File: src/pkg/svid_ctrl_regs.vh
// Purpose: Constants for the serial voltage-code boot and command control
// Assumes: 10 MHz reference clock; all codes are 8-bit voltage codes
// Notes: Packet layout and timing counts are used by the control design only; the ramp uses the code constants
`ifndef SVID_CTRL_REGS_VH
`define SVID_CTRL_REGS_VH

`define REF_CLK_MHZ 10
`define BOOT_SEL_BIT 7
`define BOOT_CODE_00 8'h48
`define BOOT_CODE_01 8'h58
`define BOOT_CODE_10 8'h68
`define BOOT_CODE_11 8'h78
`define VID_OFF 8'hF8
`define UV_AT_ZERO 1550000
`define UV_PER_CODE 6250
// One code step is 6.25 mV; time per step at each fast rate, in ns
`define STEP_NS_10 625
`define STEP_NS_15 417
`define STEP_NS_20 313
`define STEP_NS_25 250
`define STEP_CYC_10 (`STEP_NS_10 * `REF_CLK_MHZ / 1000)
`define STEP_CYC_15 (`STEP_NS_15 * `REF_CLK_MHZ / 1000)
`define STEP_CYC_20 (`STEP_NS_20 * `REF_CLK_MHZ / 1000)
`define STEP_CYC_25 (`STEP_NS_25 * `REF_CLK_MHZ / 1000)
`define TEL_V_HZ 20000
`define TEL_VI_HZ 40000
`define TEL_V_CYC (`REF_CLK_MHZ * 1000000 / `TEL_V_HZ)
`define TEL_VI_CYC (`REF_CLK_MHZ * 1000000 / `TEL_VI_HZ)
`define TEL_BITS 17
// Command packet, MSB first, 20 bits
`define PKT_BITS 20
`define PKT_VDD_SEL 19
`define PKT_NB_SEL 18
`define PKT_PSI0_L 17
`define PKT_VID_HI 16
`define PKT_VID_LO 9
`define PKT_PSI1_L 8
`define PKT_TFN 7
`define PKT_LL_HI 6
`define PKT_LL_LO 4
`define PKT_OFS_HI 3
`define PKT_OFS_LO 2
`define TEL_VONLY 2'h0
`define TEL_VCUR 2'h1
`define TEL_OFF 2'h2

`endif

File: src/serial_vid_boot_control.v
// Purpose: Boot decode, serial voltage-code commands, slew and telemetry/alert
// Assumes: Link pins are asynchronous and far slower than the 10 MHz clock
// Notes: Link clock is sampled, not used as a clock
`timescale 1ns/1ps
`default_nettype none
`include "svid_ctrl_regs.vh"
module serial_vid_boot_control (
    // Clock, reset, enable
    input wire ref_clk_in,
    input wire sys_rst_in,
    input wire ce_in,
    // Device pins
    input wire enable_pin_in,
    input wire processor_power_ok_in,
    input wire vid_serial_clock_in,
    input wire vid_serial_data_in,
    output reg telemetry_alert_line_out,
    // Configuration
    input wire [7:0] boot_voltage_select_in,
    input wire [1:0] fast_slew_sel_in,
    input wire soft_start_quarter_in,
    // Measured current per rail, 00 to FF of full scale
    input wire [15:0] rail_current_in,
    // Rail outputs, rail 0 core, rail 1 northbridge_rail
    output wire [15:0] rail_vid_out,
    output wire [41:0] rail_uv_out,
    output reg [1:0] rail_good_output_out,
    output reg [5:0] load_line_sel_out,
    output reg [3:0] offset_sel_out,
    output reg [1:0] low_power_out,
    output reg [1:0] telemetry_mode_out,
    output reg [7:0] boot_code_out
);
    localparam ST_OFF = 3'b001;
    localparam ST_SOFT = 3'b010;
    localparam ST_RUN = 3'b100;
    localparam CMD_IDLE = 2'b01;
    localparam CMD_SHIFT = 2'b10;
    // Counts kept as integers; each use slices only the bits its register holds
    localparam integer STEP_10 = `STEP_CYC_10;
    localparam integer STEP_15 = `STEP_CYC_15;
    localparam integer STEP_20 = `STEP_CYC_20;
    localparam integer STEP_25 = `STEP_CYC_25;
    localparam integer TEL_V = `TEL_V_CYC;
    localparam integer TEL_VI = `TEL_VI_CYC;
    localparam integer TEL_LEN = `TEL_BITS;
    localparam integer PKT_LEN = `PKT_BITS;

    reg en_s1, en_s2, en_s3, pok_s1, pok_s2, pok_s3;
    reg svc_s1, svc_s2, svc_s3, svd_s1, svd_s2, svd_s3;
    reg [2:0] state_r;
    reg [1:0] cmd_r;
    reg [4:0] bit_cnt_r;
    reg [`PKT_BITS-1:0] pkt_r;
    reg [15:0] target_r;
    reg [1:0] up_pend_r;
    reg alert_pend_r;
    reg [`TEL_BITS-1:0] tel_sh_r;
    reg [4:0] tel_cnt_r;
    reg [9:0] tel_tmr_r;
    reg tel_rail_r;
    reg [7:0] fast_cyc;
    wire [1:0] done;

    wire en_rise = en_s2 & ~en_s3;
    wire pok_fall = ~pok_s2 & pok_s3;
    wire svc_rise = svc_s2 & ~svc_s3;
    wire svc_fall = ~svc_s2 & svc_s3;
    wire frm_start = svc_s2 & svc_s3 & svd_s3 & ~svd_s2;
    wire frm_stop = svc_s2 & svc_s3 & ~svd_s3 & svd_s2;
    wire cmd_ok = (cmd_r == CMD_SHIFT) && frm_stop && (bit_cnt_r == PKT_LEN[4:0])
        && pok_s2 && (state_r == ST_RUN);
    wire [7:0] pkt_vid = pkt_r[`PKT_VID_HI:`PKT_VID_LO];
    wire [2:0] pkt_ll = pkt_r[`PKT_LL_HI:`PKT_LL_LO];
    wire [1:0] pkt_ofs = pkt_r[`PKT_OFS_HI:`PKT_OFS_LO];
    wire [1:0] pkt_sel = {pkt_r[`PKT_NB_SEL], pkt_r[`PKT_VDD_SEL]};
    wire load_boot = (state_r == ST_OFF && en_rise) || (state_r != ST_OFF && pok_fall);
    wire [7:0] boot_now;
    reg [1:0] trim_chg;

    assign boot_now = boot_voltage_select_in[`BOOT_SEL_BIT] ?
        {1'b0, boot_voltage_select_in[6:0]} :
        (({svc_s2, svd_s2} == 2'b00) ? `BOOT_CODE_00 :
        ({svc_s2, svd_s2} == 2'b01) ? `BOOT_CODE_01 :
        ({svc_s2, svd_s2} == 2'b10) ? `BOOT_CODE_10 : `BOOT_CODE_11);

    always @* begin
        case (fast_slew_sel_in)
            2'h0: fast_cyc = STEP_10[7:0];
            2'h1: fast_cyc = STEP_15[7:0];
            2'h2: fast_cyc = STEP_20[7:0];
            default: fast_cyc = STEP_25[7:0];
        endcase
    end
    wire [7:0] period = (state_r == ST_SOFT) ?
        (soft_start_quarter_in ? {fast_cyc[5:0], 2'b00} : {fast_cyc[6:0], 1'b0}) : fast_cyc;

    genvar i;
    generate
        for (i = 0; i < 2; i = i + 1) begin : g_rail
            wire [7:0] code;
            vid_ramp u_ramp (
                .ref_clk_in(ref_clk_in),
                .sys_rst_in(sys_rst_in),
                .ce_in(ce_in),
                .target_in(target_r[8*i+7:8*i]),
                .period_in(period),
                .code_out(code),
                .uv_out(rail_uv_out[21*i+20:21*i]),
                .done_out(done[i])
            );
            assign rail_vid_out[8*i+7:8*i] = code;
            always @* begin
                trim_chg[i] = cmd_ok && pkt_sel[i] &&
                    (pkt_ll != load_line_sel_out[3*i+2:3*i] ||
                     pkt_ofs != offset_sel_out[2*i+1:2*i]);
            end
            always @(posedge ref_clk_in) begin
                if (sys_rst_in) begin
                    target_r[8*i+7:8*i] <= `VID_OFF;
                    up_pend_r[i] <= 1'b0;
                    load_line_sel_out[3*i+2:3*i] <= 3'h0;
                    offset_sel_out[2*i+1:2*i] <= 2'h0;
                end else if (ce_in) begin
                    if (!en_s2) begin
                        target_r[8*i+7:8*i] <= `VID_OFF;
                        up_pend_r[i] <= 1'b0;
                    end else if (load_boot) begin
                        target_r[8*i+7:8*i] <= (state_r == ST_OFF) ? boot_now : boot_code_out;
                        up_pend_r[i] <= 1'b0;
                        load_line_sel_out[3*i+2:3*i] <= 3'h0;
                        offset_sel_out[2*i+1:2*i] <= 2'h0;
                    end else if (cmd_ok && pkt_sel[i]) begin
                        target_r[8*i+7:8*i] <= pkt_vid;
                        up_pend_r[i] <= pkt_vid < rail_vid_out[8*i+7:8*i];
                        load_line_sel_out[3*i+2:3*i] <= pkt_ll;
                        offset_sel_out[2*i+1:2*i] <= pkt_ofs;
                    end else if (done[i]) begin
                        up_pend_r[i] <= 1'b0;
                    end
                end
            end
        end
    endgenerate

    // Upward change done, or trim changed
    wire alert_evt = (|(up_pend_r & done)) || (|trim_chg);
    wire alert_take = svc_fall && pok_s2 && (tel_cnt_r == 5'h00) && alert_pend_r;

    always @(posedge ref_clk_in) begin
        if (sys_rst_in) begin
            {en_s1, en_s2, en_s3, pok_s1, pok_s2, pok_s3} <= 6'h00;
            // Link lines idle high, so no false edge or frame follows reset
            {svc_s1, svc_s2, svc_s3, svd_s1, svd_s2, svd_s3} <= 6'h3F;
            state_r <= ST_OFF;
            cmd_r <= CMD_IDLE;
            bit_cnt_r <= 5'h00;
            pkt_r <= {`PKT_BITS{1'b0}};
            boot_code_out <= `BOOT_CODE_00;
            rail_good_output_out <= 2'h0;
            low_power_out <= 2'h0;
            telemetry_mode_out <= `TEL_OFF;
            alert_pend_r <= 1'b0;
            telemetry_alert_line_out <= 1'b1;
            tel_sh_r <= {`TEL_BITS{1'b1}};
            tel_cnt_r <= 5'h00;
            tel_tmr_r <= 10'h000;
            tel_rail_r <= 1'b0;
        end else if (ce_in) begin
            {en_s1, en_s2, en_s3} <= {enable_pin_in, en_s1, en_s2};
            {pok_s1, pok_s2, pok_s3} <= {processor_power_ok_in, pok_s1, pok_s2};
            {svc_s1, svc_s2, svc_s3} <= {vid_serial_clock_in, svc_s1, svc_s2};
            {svd_s1, svd_s2, svd_s3} <= {vid_serial_data_in, svd_s1, svd_s2};
            case (state_r)
                ST_OFF: begin
                    if (en_rise) begin
                        // Latch boot code once per enable
                        boot_code_out <= boot_now;
                        state_r <= ST_SOFT;
                    end
                end
                ST_SOFT: begin
                    if (&done) begin
                        rail_good_output_out <= 2'h3;
                        state_r <= ST_RUN;
                    end
                end
                ST_RUN: state_r <= ST_RUN;
                default: state_r <= ST_OFF;
            endcase
            if (!en_s2) begin
                state_r <= ST_OFF;
                rail_good_output_out <= 2'h0;
            end
            // Frames framed by processor clock and data
            case (cmd_r)
                CMD_IDLE: begin
                    if (frm_start && pok_s2) begin
                        cmd_r <= CMD_SHIFT;
                        bit_cnt_r <= 5'h00;
                    end
                end
                CMD_SHIFT: begin
                    if (frm_stop || frm_start)
                        cmd_r <= frm_start ? CMD_SHIFT : CMD_IDLE;
                    if (frm_start)
                        bit_cnt_r <= 5'h00;
                    else if (svc_rise && bit_cnt_r != 5'h1F) begin
                        pkt_r <= {pkt_r[`PKT_BITS-2:0], svd_s2};
                        bit_cnt_r <= bit_cnt_r + 5'h01;
                    end
                end
                default: cmd_r <= CMD_IDLE;
            endcase
            if (cmd_ok) begin
                low_power_out <= ~{pkt_r[`PKT_PSI1_L], pkt_r[`PKT_PSI0_L]};
                if (pkt_r[`PKT_TFN])
                    telemetry_mode_out <= pkt_sel;
            end
            // Set wins over take, so a simultaneous event is not lost
            alert_pend_r <= (alert_pend_r & ~alert_take) | alert_evt;
            if (telemetry_mode_out == `TEL_VONLY || telemetry_mode_out == `TEL_VCUR) begin
                if (tel_tmr_r + 10'h001 >= ((telemetry_mode_out == `TEL_VONLY) ?
                        TEL_V[9:0] : TEL_VI[9:0])) begin
                    tel_tmr_r <= 10'h000;
                    if (tel_cnt_r == 5'h00) begin
                        tel_cnt_r <= TEL_LEN[4:0];
                        tel_rail_r <= ~tel_rail_r;
                        // Voltage pair, or one rail's voltage and current
                        tel_sh_r <= (telemetry_mode_out == `TEL_VONLY) ?
                            {1'b0, rail_vid_out[7:0], rail_vid_out[15:8]} :
                            (tel_rail_r ? {1'b0, rail_vid_out[15:8], rail_current_in[15:8]} :
                             {1'b0, rail_vid_out[7:0], rail_current_in[7:0]});
                    end
                end else begin
                    tel_tmr_r <= tel_tmr_r + 10'h001;
                end
            end else begin
                tel_tmr_r <= 10'h000;
            end
            if (!pok_s2 || load_boot) begin
                // Command logic reset, line idles high
                cmd_r <= CMD_IDLE;
                bit_cnt_r <= 5'h00;
                tel_cnt_r <= 5'h00;
                telemetry_alert_line_out <= 1'b1;
            end else if (svc_fall) begin
                if (tel_cnt_r != 5'h00) begin
                    telemetry_alert_line_out <= tel_sh_r[`TEL_BITS-1];
                    tel_sh_r <= {tel_sh_r[`TEL_BITS-2:0], 1'b1};
                    tel_cnt_r <= tel_cnt_r - 5'h01;
                end else begin
                    // Alert holds the line low for one link clock period
                    telemetry_alert_line_out <= ~alert_pend_r;
                end
            end
        end
    end
endmodule
`default_nettype wire

File: src/vid_ramp.v
// Purpose: Steps one rail's voltage code toward its target
// Assumes: period_in is at least one cycle
// Notes: Lower code means higher voltage
`timescale 1ns/1ps
`default_nettype none
`include "svid_ctrl_regs.vh"
module vid_ramp (
    // Clock and reset
    input wire ref_clk_in,
    input wire sys_rst_in,
    input wire ce_in,
    // Control
    input wire [7:0] target_in,
    input wire [7:0] period_in,
    // Status
    output reg [7:0] code_out,
    output reg [20:0] uv_out,
    output wire done_out
);
    reg [7:0] cnt_r;
    localparam integer UV_ZERO = `UV_AT_ZERO;
    // Full-width product; the top of the code range still fits in 21 bits
    wire [31:0] prod = `UV_PER_CODE * code_out;

    assign done_out = (code_out == target_in);

    always @(posedge ref_clk_in) begin
        if (sys_rst_in) begin
            code_out <= `VID_OFF;
            cnt_r <= 8'h00;
            uv_out <= 21'h000000;
        end else if (ce_in) begin
            if (done_out) begin
                cnt_r <= 8'h00;
            end else if (cnt_r + 8'h01 >= period_in) begin
                cnt_r <= 8'h00;
                code_out <= (target_in < code_out) ? code_out - 8'h01 : code_out + 8'h01;
            end else begin
                cnt_r <= cnt_r + 8'h01;
            end
            if (code_out >= `VID_OFF)
                uv_out <= 21'h000000;
            else
                uv_out <= UV_ZERO[20:0] - prod[20:0];
        end
    end
endmodule
`default_nettype wire

File: config.mk
export PLATFORM = sky130hd
export DESIGN_NAME = serial_vid_boot_control
export DESIGN_NICKNAME = d
export VERILOG_FILES = /design/src/serial_vid_boot_control.v /design/src/vid_ramp.v
export VERILOG_INCLUDE_DIRS = /design/src /design/src/pkg
export SDC_FILE = /design/constraint.sdc
export NUM_CORES = 1
export LEC_CHECK = 0
export BUFFER_PORTS_ARGS = -buffer_cell sky130_fd_sc_hd__clkbuf_2
export CORE_MARGIN = 2
export CORE_UTILIZATION = 35
export CTS_BUF_LIST = sky130_fd_sc_hd__clkbuf_8
export DETAILED_ROUTE_END_ITERATION = 8
export GPL_TIMING_DRIVEN = 0
export SETUP_SLACK_MARGIN = 0.3
export SLEW_MARGIN = 40
export SYNTH_ARGS = -nofsm -noshare
export SYNTH_HDL_FRONTEND = slang
export SYNTH_SLANG_ARGS = --single-unit
File: constraint.sdc
create_clock -name ref_clk_in -period 4.9 [get_ports ref_clk_in]
set_clock_uncertainty 0.15 [all_clocks]
set_input_delay 0.245 -clock ref_clk_in [delete_from_list [all_inputs] [get_ports ref_clk_in]]
set_output_delay 0.245 -clock ref_clk_in [all_outputs]
set_load 0.03 [all_outputs]
After elaboration in Yosys (flattened, before gate mapping)
Index checks and enable logic that the tools add are counted.
Word-level totals
  bits in registers: 193
  input bits: 34
  output and inout port bits: 83
  logic and storage cells: 245
Cells by class
  add/subtract/negate cells: 11
  multiply operators: 2
  magnitude comparators: 9
  equal/unequal tests: 30
  muxes and demuxes: 75
  bitwise gates (word level): 25
  reductions and logical operators: 53
Operators by type and width (number)
  8-bit 2-to-1 mux: 15
  17-bit 2-to-1 mux: 6
  5-bit 2-to-1 mux: 11
  21-bit 2-to-1 mux: 2
  21-bit subtractor, first input constant: 2
  12-bit by 8-bit multiplier with 20-bit output, first input constant: 2
  8-bit by 1-bit adder with 8-bit output, second input constant: 4
  8-bit < comparator: 4
  16-bit 2-to-1 mux: 2
  3-bit AND reduction: 9
  2-bit 2-to-1 mux: 11
  3-bit 2-to-1 mux: 7
  10-bit 2-to-1 mux: 2
  3-bit case mux with 3 select lines: 2
  8-bit == test: 2
  8-bit >= comparator: 2
  8-bit >= comparator, second input constant: 2
  8-bit by 1-bit subtractor with 8-bit output, second input constant: 2
  1-bit logical AND: 15
  2-bit AND reduction: 7
  6-bit 2-to-1 mux: 2
  3-bit by 1-bit != test with 1-bit output, second input constant: 4
  1-bit inverter: 12
  4-bit AND reduction: 3
  other kinds (35): 75

Depth between registers and ports, before layout
Gate-level depths: netlist (run 1).
  depth after elaboration: 12
  depth in mapped cells: 17
  gate-level depth less buffers: 17

Modules after synthesis
Synthesis (run 1) repeated with hierarchy kept, for this count alone.
Unflattened totals
  cells, all modules: 1734
  area total of the unflattened synthesis: 14530.2 sq um
Modules (own cells, without submodules)
  serial_vid_boot_control: instances 1, cells an instance 810, area an instance 6532.5 sq um, seq. area each 2342.2 sq um
  vid_ramp (g_rail[1].u_ramp): instances 1, cells an instance 468, area an instance 4002.6 sq um, seq. area each 720.7 sq um
  vid_ramp (g_rail[0].u_ramp): instances 1, cells an instance 456, area an instance 3995.1 sq um, seq. area each 720.7 sq um

Worst setup path before layout (run 1)
Ideal clock, no wire load.
  path type: reg-to-reg
  start: register g_rail[1].u_ramp.code_out[6]
  end: register g_rail[1].u_ramp.uv_out[20]
  setup time: 0.134 ns
  arrival time: 4.549 ns
  required time: 4.616 ns
  setup slack: 0.067 ns
  cell stages (with the launch flop): 18
  path buffers: 1
  period minus slack after synthesis: 4.833 ns
  cells stage by stage: dfxtp_1 -> inv_1 -> ha_1 -> inv_1 -> ha_1 -> fa_1 -> fa_1 -> ha_1 -> buf_6 -> a21oi_1 -> o21ai_0 -> a2111oi_2 -> nor2_1 -> xnor2_2 -> a2111oi_4 -> a221oi_2 -> a311oi_1 -> o31ai_1
On the way
  cells in the longest elaborated chain, start to end: 3
  elaborated cells on any way between the ends: 4
  classes of those cells: add/sub: 1; mul: 1; order compare: 1; mux: 1
RTL lines
  start: declaration: RTL line vid_ramp.v:16  | output reg [7:0] code_out,
  start signal: assignment: RTL line vid_ramp.v:29  | code_out <= `VID_OFF;
  start signal: assignment: RTL line vid_ramp.v:37  | code_out <= (target_in < code_out) ? code_out - 8'h01 : code_out + 8'h01;
  12-bit by 8-bit multiplier with 20-bit output (no line)
  21-bit subtractor: RTL line vid_ramp.v:44  | uv_out <= UV_ZERO[20:0] - prod[20:0];
  21-bit 2-to-1 mux (*): RTL line vid_ramp.v:41  | if (code_out >= `VID_OFF)
  end signal: assignment: RTL line vid_ramp.v:44
  end: declaration: RTL line vid_ramp.v:17  | output reg [20:0] uv_out,
Every way passes the cells marked *; elsewhere a longest branch is shown, timed or not.
A chain may end at the register's enable or synchronous reset.

Worst setup path in the final report (run 1)
  start: register g_rail[1].u_ramp.code_out[2]
  end: register g_rail[1].u_ramp.uv_out[20]
Same word-level chain as after synthesis.

==> impl_metrics.py, run 1 <==
metrics = {
    "outcome": {
        "outcome": "complete, no violations",
    },
    "final_layout": {
        "fillers": 3739,
        "final_util_pct": 42.5,
        "nets": 1997,
        "stdcell_count": 2284,
        "post-route-cell-area_um2": 15900,
        "area_growth_pct": 20.4,
        "diodes": 0,
        "drive_gt1_share_pct": 17.4,
    },
    "run": {
        "maxCapViolCount": 0,
    },
    "global_routing": {
        "antenna_found_initial": 0,
        "first_global_vias": 11200,
        "overflow": 0,
        "gr-usage-all-layers_pct": 19.2,
        "grt_pass1_wl_um": 59200,
        "grt_start_max_net_pins": 20,
    },
    "setup_path": {
        "cp_max_fo": 6,
        "required_ns": 5.15,
        "cp_data_arrival_time_ns": 4.89,
        "worst_r2r_startpoint": "g_rail[1].u_ramp.code_out[2]$_SDFFE_PP0P_",
        "crit_path_end_kind": "flop",
        "startpoint": "g_rail[1].u_ramp.code_out[2]$_SDFFE_PP0P_",
        "crit_type": "flop to flop",
        "start_kind": "flop",
    },
    "synthesis": {
        "yosys.area_share.simple_pct": 16.9,
        "yosysWarnings": 0,
        "synth.area.top_cells": "dfxtp_1 29%, ha_1 17%, nand2_1 5.9%",
        "synthArstFlopShare_pct": 0,
        "seq_area_frac_synth_pct": 28.7,
        "synth_top_area_share_pct": 28.7,
        "synth_edf_count": 0,
        "syn-cell-area_um2": 13200,
        "synth.distinct_cells": 80,
        "synth_xor_area_share_pct": 6.93,
        "synthCells": 1565,
        "synth-main-ff-cell": "dfxtp_1",
        "synth.area.mux_share_pct": 2.81,
        "synth_top_family_by_area": "adder cells",
        "synth_common_cells": "209 x nand2_1, 189 x dfxtp_1, 177 x ha_1",
        "synth_top_area_cell": "dfxtp_1",
        "ys_seq_elements": 189,
        "synthAdderAreaFrac_pct": 20.7,
        "synth_compound_area_share_pct": 19.7,
        "synth.avg_cell_area_um2": 8.43,
        "yosysMostFrequentCell": "nand2_1",
    },
    "floorplan": {
        "die_w_um": 198,
        "die_h_um": 198,
        "die_area_um2": 39300,
        "coreArea_um2": 37400,
        "start_util_pct": 35.3,
        "io_pins": 117,
        "placementRows": 71,
    },
    "place": {
        "port_buffers": 112,
        "placedInstanceArea_um2": 14400,
        "hpwl_um": 28800,
        "placedCellCount": 2190,
        "place_congestion": 0.902,
    },
    "sta": {
        "slew_headroom_pct": 42.6,
        "drv_slew": 0,
        "worst_slew_pin_slew_ns": 0.852,
        "fin_crit_ns": 4.64,
        "min_period_over_period_pct": 94.7,
        "fmax_ghz": 0.216,
        "grt_setup_unrepaired": "yes",
        "hold_violations": 0,
        "setup_viol_count_final": 0,
    },
    "cts": {
        "cts_buffers": 17,
        "root_buffer": "clkbuf_8",
        "cts_num_sinks": 189,
        "clk_path_buf_depth": 2,
        "path_clk_slew_ns": 0.11,
        "clkLatencyLatePin_ns": 0.51,
        "cts_htree_levels": 4,
        "cts_tree": "done",
    },
    "pwr": {
        "powerDensity_nw_per_um2": 397,
        "finalPower_mw": 6.31,
        "peakVddDrop_mv": 0.226,
        "p_leak_nw": 6.92,
    },
    "drt": {
        "firstDrtPassIters": 4,
        "dr.first_iter.drc_count": 607,
        "wl_per_cell_um": 16.5,
        "via_per_inst": 5.17,
        "vias": 11800,
        "routed_wl_um": 37800,
        "drc": 0,
        "drt.antenna.violating_nets": 0,
    },
    "min_path": {
        "hold_path.startpoint": "boot_voltage_select_in[7]",
        "worstHoldPathType": "input port to flop",
    },
}
[through the flow]
stage	hold slack, ns	setup WS [ns]	TNS, ns
after global placement	0.286	-0.338	-0.948
after CTS	0.0111	0.299	0
final	0.0382	0.260	0
after floorplan	0.223	0.262	0
after detailed placement	0.289	-0.342	-1.26
after global routing	0.0412	0.0792	0
[final cells by class]
cell class / instances / area [µm²] / area share (%)
clock buffers: 17 / 234 / 1.47
well taps: 511 / 639 / 4.02
repair buffers: 174 / 1070 / 6.76
clock inverters: 15 / 200 / 1.26
inverters: 64 / 263 / 1.65
multi-input cells: 1239 / 9320 / 58.6
plain buffers: 75 / 332 / 2.09
flip-flops and latches: 189 / 3830 / 24.1
[layout by cell type (no fill, tap or decap), types with 26 or more instances in the layout]
master | netlist | layout
nand2_1 | 209 | 208
dfxtp_1 | 189 | 173
ha_1 | 177 | 166
a21oi_1 | 123 | 116
clkbuf_2 | 0 | 113
nor2_1 | 108 | 105
o21ai_0 | 105 | 96
inv_1 | 63 | 58
xnor2_1 | 59 | 54
clkbuf_1 | 57 | 54
buf_4 | 4 | 52
o211ai_1 | 40 | 40
mux2i_1 | 37 | 37
nand3_1 | 38 | 36
xor2_1 | 38 | 33
fa_1 | 26 | 26
[state kept, by name (all words and copies together) (netlist names), 2 cells and up]
name,count
up_pend_r,2
boot_code_out,7
load_line_sel_out,6
telemetry_mode_out,2
target_r,16
cmd_r,2
pkt_r,20
g_rail.u_ramp.uv_out,40
tel_sh_r,17
low_power_out,2
g_rail.u_ramp.cnt_r,16
offset_sel_out,4
g_rail.u_ramp.code_out,16
state_r,3
tel_cnt_r,5
bit_cnt_r,5
tel_tmr_r,10
[worst max-delay path, stage by stage (launching register included)]
cell	delay, ns
dfxtp_4	0.40
ha_4	0.25
ha_1	0.27
inv_1	0.05
fa_1	0.50
inv_1	0.05
fa_1	0.56
ha_4	0.24
o211ai_1	0.25
o21ai_2	0.08
buf_6	0.14
a2111oi_4	0.38
buf_4	0.17
buf_4	0.10
o31ai_4	0.09
a21o_1	0.21
a21oi_2	0.18
a32oi_1	0.12
o311a_1	0.30
o31ai_1	0.07
[path summary, 6_finish.rpt]
path	to	slack [ns]	depth (start not counted)
hold reg to reg	g_rail[0].u_ramp.uv_out[20]$_SDFFE_PP0P_	0.30	2
setup / recovery	g_rail[1].u_ramp.uv_out[20]$_SDFFE_PP0P_	0.26	19
hold / removal	boot_code_out[0]$_SDFFE_PP0P_	0.04	3
setup reg to reg	g_rail[1].u_ramp.uv_out[20]$_SDFFE_PP0P_	0.26	19
[kinds of logic (layout without fill, tap and decap cells)]
kind of cell,after synthesis,in the layout
compound gates,405,405
xor+xnor,101,101
flops,189,189
buf+inv,139,345
fa+ha+maj,203,203
other cells,1,3
simple gates,490,490
mux,37,37
[routing by layer]
| layer | global-route usage, % | vias up | share of wire (%) |
|---|---|---|---|
| met3 | 2.67 | 38 | 3.7 |
| li1 | - | 5929 | - |
| met2 | 32.0 | 219 | 47 |
| met5 | 0 | - | 0 |
| met1 | 25.8 | 5614 | 47 |
| met4 | 5.35 | 0 | 1.9 |
[power by group]
part	switching (mW)	internal [mW]	total, mW
clock network	0.651	0.482	1.13
logic	1.94	1.60	3.54
registers	0.0507	1.58	1.63
total	2.65	3.66	6.31
[what timing repair did]
item	CTS	global route
gates cloned	0	0
hold buffers	13	0
hold endpoints to repair	11	0
pin swaps	11	29
setup buffers	15	34
endpoints found under the setup margin	13	12
resized for setup	48	61
No activity file was read; power rests on OpenSTA's default activity.
==> run 2, diff against run 1 <==
==> constraint.sdc (replaced) <==
create_clock -name ref_clk_in -period 4.9 [get_ports ref_clk_in]
set_clock_uncertainty 0.15 [all_clocks]
set_input_delay 0.98 -clock ref_clk_in [delete_from_list [all_inputs] [get_ports ref_clk_in]]
set_output_delay 0.98 -clock ref_clk_in [all_outputs]
set_load 0.03 [all_outputs]
==> run 2 against run 1 <==
Effect of this change:
- sequential cell count unchanged
- power about the same
- critical path depth unchanged
- non-clock buffer count decreased by 13
- worst hold slack improved by 0.26 ns
- worst setup slack improved by 0.019 ns
- final cell count decreased by 0.57%
- global-route usage decreased by 0.062 points
- first-iteration DRC count decreased by 3.5%
- sequential share of layout area increased by 0.20 points
- critical path type unchanged
- critical endpoint unchanged
==> impl_metrics.py, run 2 (synthesis gave the netlist of run 1 again) <==
metrics = {
    "floorplan": {
        "start_util_pct": 35.3,
        "die_area_um2": 39300,
        "io_pins": 117,
        "coreArea_um2": 37400,
        "die_h_um": 198,
        "die_w_um": 198,
        "placementRows": 71,
    },
    "final_layout": {
        "largest_register": "g_rail.u_ramp.uv_out",
        "fillers": 3746,
        "stdcell_count": 2271,
        "largest_register_ffs": 40,
        "post-route-cell-area_um2": 15800,
        "area_growth_pct": 19.4,
        "final_common_cell": "nand2_1",
        "drive_gt1_share_pct": 17.5,
        "diodes": 0,
        "nets": 1984,
        "mostFrequentLayoutCells": "208 x nand2_1, 173 x dfxtp_1, 166 x ha_1, 116 x a21oi_1, 113 x clkbuf_2",
        "top_regs": "g_rail.u_ramp.uv_out (40), pkt_r (20), tel_sh_r (17)",
    },
    "cts": {
        "root_buffer": "clkbuf_8",
        "cts_buffers": 17,
        "cts_tree": "done",
        "clkLatencyLatePin_ns": 0.51,
        "path_clk_slew_ns": 0.10,
        "cts_htree_levels": 4,
        "postCtsHoldBufs": 0,
        "clk_path_buf_depth": 2,
        "cts_num_sinks": 189,
    },
    "setup_path": {
        "worst-path-buf-inv": 5,
        "start_kind": "flop",
        "cp_top_family": "adder cells",
        "cp_data_arrival_time_ns": 4.87,
        "r2r_end": "g_rail[1].u_ramp.uv_out[20]$_SDFFE_PP0P_",
        "max_stage_delay_ns": 0.56,
        "crit_type": "flop to flop",
        "crit_path_end_kind": "flop",
        "r2r_cells": 19,
        "worst_r2r_startpoint": "g_rail[1].u_ramp.code_out[2]$_SDFFE_PP0P_",
        "crit_chain": "ha_4 > ha_1 > inv_1 > fa_1 > inv_1 > fa_1 > ha_4 > o211ai_1 > o21ai_2 > buf_6 > a2111oi_4 > buf_4 > buf_4 > o31ai_4 > a21o_1 > a21oi_2 > a32oi_1 > o311a_1 > o31ai_1",
        "slowest_stage": "fa_1",
        "r2r_slack_ns": 0.28,
        "required_ns": 5.15,
        "cp_max_fo": 6,
    },
    "min_path": {
        "worstHoldPathType": "flop to flop",
        "hold_path.startpoint": "g_rail[0].u_ramp.uv_out[20]$_SDFFE_PP0P_",
        "hold_depth": 2,
        "min_to": "g_rail[0].u_ramp.uv_out[20]$_SDFFE_PP0P_",
    },
    "run": {
        "maxCapViolCount": 0,
    },
    "sta": {
        "grt_setup_unrepaired": "yes",
        "slew_headroom_pct": 40.7,
        "drv_slew": 0,
        "setup_viol_count_final": 0,
        "worst_slack_ns": 0.279,
        "fmax_ghz": 0.216,
        "worst_slew_pin_slew_ns": 0.881,
        "fin_crit_ns": 4.62,
        "whs_ns": 0.301,
        "min_period_over_period_pct": 94.3,
        "hold_violations": 0,
    },
    "global_routing": {
        "first_global_vias": 11100,
        "gr-usage-all-layers_pct": 19.1,
        "grt_start_max_net_pins": 20,
        "overflow": 0,
        "grt_pass1_wl_um": 59000,
        "antenna_found_initial": 0,
    },
    "outcome": {
        "outcome": "complete, no violations",
    },
    "pwr": {
        "p_leak_nw": 6.87,
        "peakVddDrop_mv": 0.227,
        "powerDensity_nw_per_um2": 400,
    },
    "drt": {
        "drc": 0,
        "routed_wl_um": 37700,
        "drt.antenna.violating_nets": 0,
        "wl_per_cell_um": 16.6,
        "dr.first_iter.drc_count": 586,
        "via_per_inst": 5.18,
        "firstDrtPassIters": 5,
        "vias": 11800,
    },
    "place": {
        "placedInstanceArea_um2": 14400,
        "placedCellCount": 2190,
        "hpwl_um": 28800,
        "place_ws_ns": -0.342,
        "place_congestion": 0.902,
        "port_buffers": 112,
    },
}
## run 2: cell types whose count changed in the layout (fill, tap and decap cells not counted), sizes merged
cell and delta:
dlygate4sd3 -13
## run 2: worst max-delay path by stage
stage / startpoint / endpoint / slack (ns) / cells past startpoint
finish: g_rail[1].u_ramp.code_out[2]$_SDFFE_PP0P_ / g_rail[1].u_ramp.uv_out[20]$_SDFFE_PP0P_ / 0.28 / 19
global route: g_rail[1].u_ramp.code_out[1]$_SDFFE_PP0P_ / g_rail[1].u_ramp.uv_out[20]$_SDFFE_PP0P_ / 0.08 / 18
CTS: g_rail[1].u_ramp.code_out[2]$_SDFFE_PP0P_ / g_rail[1].u_ramp.uv_out[20]$_SDFFE_PP0P_ / 0.30 / 17
detailed placement: g_rail[1].u_ramp.code_out[0]$_SDFFE_PP0P_ / g_rail[1].u_ramp.uv_out[20]$_SDFFE_PP0P_ / -0.34 / 16
global placement: g_rail[1].u_ramp.code_out[0]$_SDFFE_PP0P_ / g_rail[1].u_ramp.uv_out[20]$_SDFFE_PP0P_ / -0.34 / 16
floorplan: g_rail[1].u_ramp.code_out[7]$_SDFFE_PP1P_ / g_rail[1].u_ramp.uv_out[20]$_SDFFE_PP0P_ / 0.26 / 14
## run 2: layout make-up
cell class	count	area, µm²	area share [%]
inverters	64	263	1.67
clock inverters	15	200	1.27
well taps	511	639	4.06
flip-flops and latches	189	3830	24.3
clock buffers	17	234	1.48
plain buffers	75	332	2.10
repair buffers	161	945	5.99
multi-input cells	1239	9320	59.1
## run 2: metrics by stage
step | utilization, % | power [mW] | TNS (ns)
4_1_cts | 40.5 | 5.88 | 0
5_1_grt | 42.1 | 6.74 | 0
2_1_floorplan | - | 3.98 | 0
3_5_place_dp | 38.6 | 4.55 | -1.26
3_3_place_gp | 38.5 | 4.51 | -0.948
6_report | 42.1 | 6.30 | 0
## run 2: power breakdown
group / switching [mW] / internal, mW
registers: 0.0505 / 1.58
clock network: 0.651 / 0.482
logic: 1.94 / 1.60
total: 2.65 / 3.66
## run 2: worst register-to-register path, stage by stage, from the launching register on
cell       delay, ns
dfxtp_4         0.39
ha_4            0.25
ha_1            0.27
inv_1           0.05
fa_1            0.50
inv_1           0.05
fa_1            0.56
ha_4            0.24
o211ai_1        0.25
o21ai_2         0.08
buf_6           0.14
a2111oi_4       0.39
buf_4           0.17
buf_4           0.10
o31ai_4         0.09
a21o_1          0.21
a21oi_2         0.17
a32oi_1         0.12
o311a_1         0.30
o31ai_1         0.07
## run 2: metal layers
layer	vias to the layer above	global-route usage, %	routed length [µm]
met5	-	0	0
met4	0	5.35	728
met3	38	2.67	1460
met2	240	31.9	17800
met1	5592	25.7	17800
li1	5904	-	-
## run 2: timing repair
item,CTS,global route
setup endpoints to repair,13,12
pin swaps,11,29
resized for setup,48,61
buffers inserted,15,34
endpoints found under the hold margin,0,0
==> run 3, diff against run 2 <==
- CORE_ASPECT_RATIO: not set -> 0.9
==> run 3 against run 2 <==
Effect of this change:
- clock power about the same
- largest cell class unchanged
- final cell count fell by 1.5%
- utilization decreased by 0.053 points
- largest power group unchanged
==> impl_metrics.py, run 3 (synthesis gave the netlist of run 1 again) <==
metrics = {
    "sta": {
        "worst_slew_pin_slew_ns": 0.848,
        "min_period_over_period_pct": 92.7,
        "fmax_ghz": 0.220,
        "fin_crit_ns": 4.54,
        "worst_slack_ns": 0.360,
        "whs_ns": 0.301,
        "setup_viol_count_final": 0,
        "slew_headroom_pct": 43.3,
        "grt_setup_unrepaired": "yes",
        "drv_slew": 0,
        "hold_violations": 0,
    },
    "min_path": {
        "hold_path.startpoint": "g_rail[0].u_ramp.uv_out[20]$_SDFFE_PP0P_",
        "worstHoldPathType": "flop to flop",
        "min_to": "g_rail[0].u_ramp.uv_out[20]$_SDFFE_PP0P_",
        "hold_depth": 2,
    },
    "cts": {
        "clk_path_buf_depth": 2,
        "path_clk_slew_ns": 0.11,
        "cts_htree_levels": 4,
        "cts_buffers": 17,
        "cts_tree": "done",
        "cts_num_sinks": 189,
        "clkLatencyLatePin_ns": 0.52,
        "root_buffer": "clkbuf_8",
    },
    "global_routing": {
        "grt_pass1_wl_um": 59700,
        "antenna_found_initial": 0,
        "overflow": 0,
        "first_global_vias": 11000,
        "gr-usage-all-layers_pct": 19.1,
        "grt_start_max_net_pins": 21,
    },
    "setup_path": {
        "cp_max_fo": 6,
        "start_kind": "flop",
        "r2r_cells": 16,
        "cp_data_arrival_time_ns": 4.77,
        "r2r_end": "g_rail[1].u_ramp.uv_out[20]$_SDFFE_PP0P_",
        "worst_r2r_startpoint": "g_rail[1].u_ramp.code_out[6]$_SDFFE_PP1P_",
        "crit_path_end_kind": "flop",
        "r2r_slack_ns": 0.36,
        "crit_type": "flop to flop",
        "required_ns": 5.13,
    },
    "place": {
        "place_congestion": 0.872,
        "hpwl_um": 29300,
        "placedInstanceArea_um2": 14400,
        "place_ws_ns": -0.400,
        "port_buffers": 112,
    },
    "drt": {
        "vias": 11800,
        "via_per_inst": 5.29,
        "wl_per_cell_um": 17.3,
        "routed_wl_um": 38600,
        "dr.first_iter.drc_count": 878,
        "drc": 0,
        "firstDrtPassIters": 5,
        "drt.antenna.violating_nets": 0,
    },
    "pwr": {
        "power_frac_clock_pct": 17.7,
        "netSwitchingPower_mw": 2.68,
        "peakVddDrop_mv": 0.313,
        "power_switching_share_pct": 43.1,
        "intPower_mw": 3.53,
        "p_comb_share_pct": 56.1,
        "powerDensity_nw_per_um2": 397,
        "seqPwrFrac_pct": 26.2,
        "p_leak_nw": 6.81,
    },
    "floorplan": {
        "die_h_um": 188,
        "start_util_pct": 35.5,
        "coreArea_um2": 37200,
        "die_w_um": 209,
        "die_area_um2": 39300,
        "io_pins": 117,
        "placementRows": 67,
    },
    "final_layout": {
        "post-route-cell-area_um2": 15700,
        "diodes": 0,
        "mostFrequentLayoutCells": "207 x nand2_1, 173 x dfxtp_1, 167 x ha_1, 113 x a21oi_1, 113 x clkbuf_2",
        "area_growth_pct": 18.7,
        "final_common_cell": "nand2_1",
        "final_util_pct": 42.1,
        "largest_register_ffs": 40,
        "nets": 1977,
        "largest_register": "g_rail.u_ramp.uv_out",
        "drive_gt1_share_pct": 17.7,
        "fillers": 3789,
        "top_regs": "g_rail.u_ramp.uv_out (40), pkt_r (20), tel_sh_r (17)",
    },
    "run": {
        "maxCapViolCount": 0,
    },
    "outcome": {
        "outcome": "complete, no violations",
    },
}
==> run 3: changes by cell type in the layout (fill, tap and decap cells not counted), moves of 3 or more <==
cell	change
o21ai_0	+4
buf_4	-7
a21oi_1	-3
o21ai_1	-5
==> run 3: worst max-delay path by stage <==
stage                                                    from                                        to  slack [ns]  depth (start not counted)
floorplan           g_rail[1].u_ramp.code_out[7]$_SDFFE_PP1P_  g_rail[1].u_ramp.uv_out[20]$_SDFFE_PP0P_        0.26                         14
global placement    g_rail[0].u_ramp.code_out[0]$_SDFFE_PP0P_  g_rail[0].u_ramp.uv_out[20]$_SDFFE_PP0P_       -0.40                         16
detailed placement  g_rail[0].u_ramp.code_out[0]$_SDFFE_PP0P_  g_rail[0].u_ramp.uv_out[20]$_SDFFE_PP0P_       -0.40                         16
CTS                 g_rail[0].u_ramp.code_out[2]$_SDFFE_PP0P_  g_rail[0].u_ramp.uv_out[20]$_SDFFE_PP0P_        0.28                         16
global route        g_rail[0].u_ramp.code_out[2]$_SDFFE_PP0P_  g_rail[0].u_ramp.uv_out[16]$_SDFFE_PP0P_        0.24                         17
finish              g_rail[1].u_ramp.code_out[6]$_SDFFE_PP1P_  g_rail[1].u_ramp.uv_out[20]$_SDFFE_PP0P_        0.36                         16
==> run 3: area by class of cell <==
cell class / count / area [µm²] / share of cell area, %
clock buffer: 17 / 234 / 1.49
buffer: 75 / 332 / 2.12
inverter: 64 / 255 / 1.63
sequential: 189 / 3830 / 24.5
clock inverter: 15 / 171 / 1.09
timing repair buffer: 154 / 892 / 5.69
tap: 483 / 604 / 3.86
multi-input combinational: 1239 / 9340 / 59.6
==> run 3: worst max-delay path, stage by stage (launching register included) <==
cell	delay, ns
dfxtp_4	0.37
buf_4	0.18
ha_1	0.32
ha_1	0.32
fa_1	0.49
ha_1	0.31
ha_2	0.39
nand2_2	0.16
o21ai_0	0.23
nor2_1	0.10
xnor2_2	0.28
o31ai_4	0.12
a2111oi_4	0.36
buf_4	0.19
a221oi_2	0.06
a311oi_1	0.28
o31ai_1	0.09
==> run 3: power groups by stage <==
stage	clock network [mW]	registers, mW	logic [mW]
after floorplan	0	1.73	2.25
after global placement	0	1.67	2.83
after detailed placement	0	1.67	2.87
after CTS	1.12	1.63	3.08
after global routing	1.19	1.64	3.82
final	1.10	1.63	3.49
==> run 3: timing repair <==
action / CTS / global route
hold endpoints to repair: 0 / 0
buffers inserted: 16 / 26
hold buffers: 0 / 0
gates cloned: 0 / 0
pin swaps: 9 / 33
setup endpoints to repair: 12 / 12
resized for setup: 43 / 70
==> run 3: metal layers <==
metal	share of wire [%]	track usage, %	up-vias
met3	4.7	3.12	62
li1	-	-	5877
met1	46	26.2	5608
met2	46	30.4	289
met4	3.0	7.17	0
met5	0	0	-
==> run 3: stage by stage <==
step                setup TNS (ns)  power (mW)  cells
floorplan                        0        3.98   1567
global placement             -1.29        4.51   2162
detailed placement           -1.50        4.54   2162
CTS                              0        5.84   2210
global route                     0        6.65   2236
finish                           0        6.22   2236
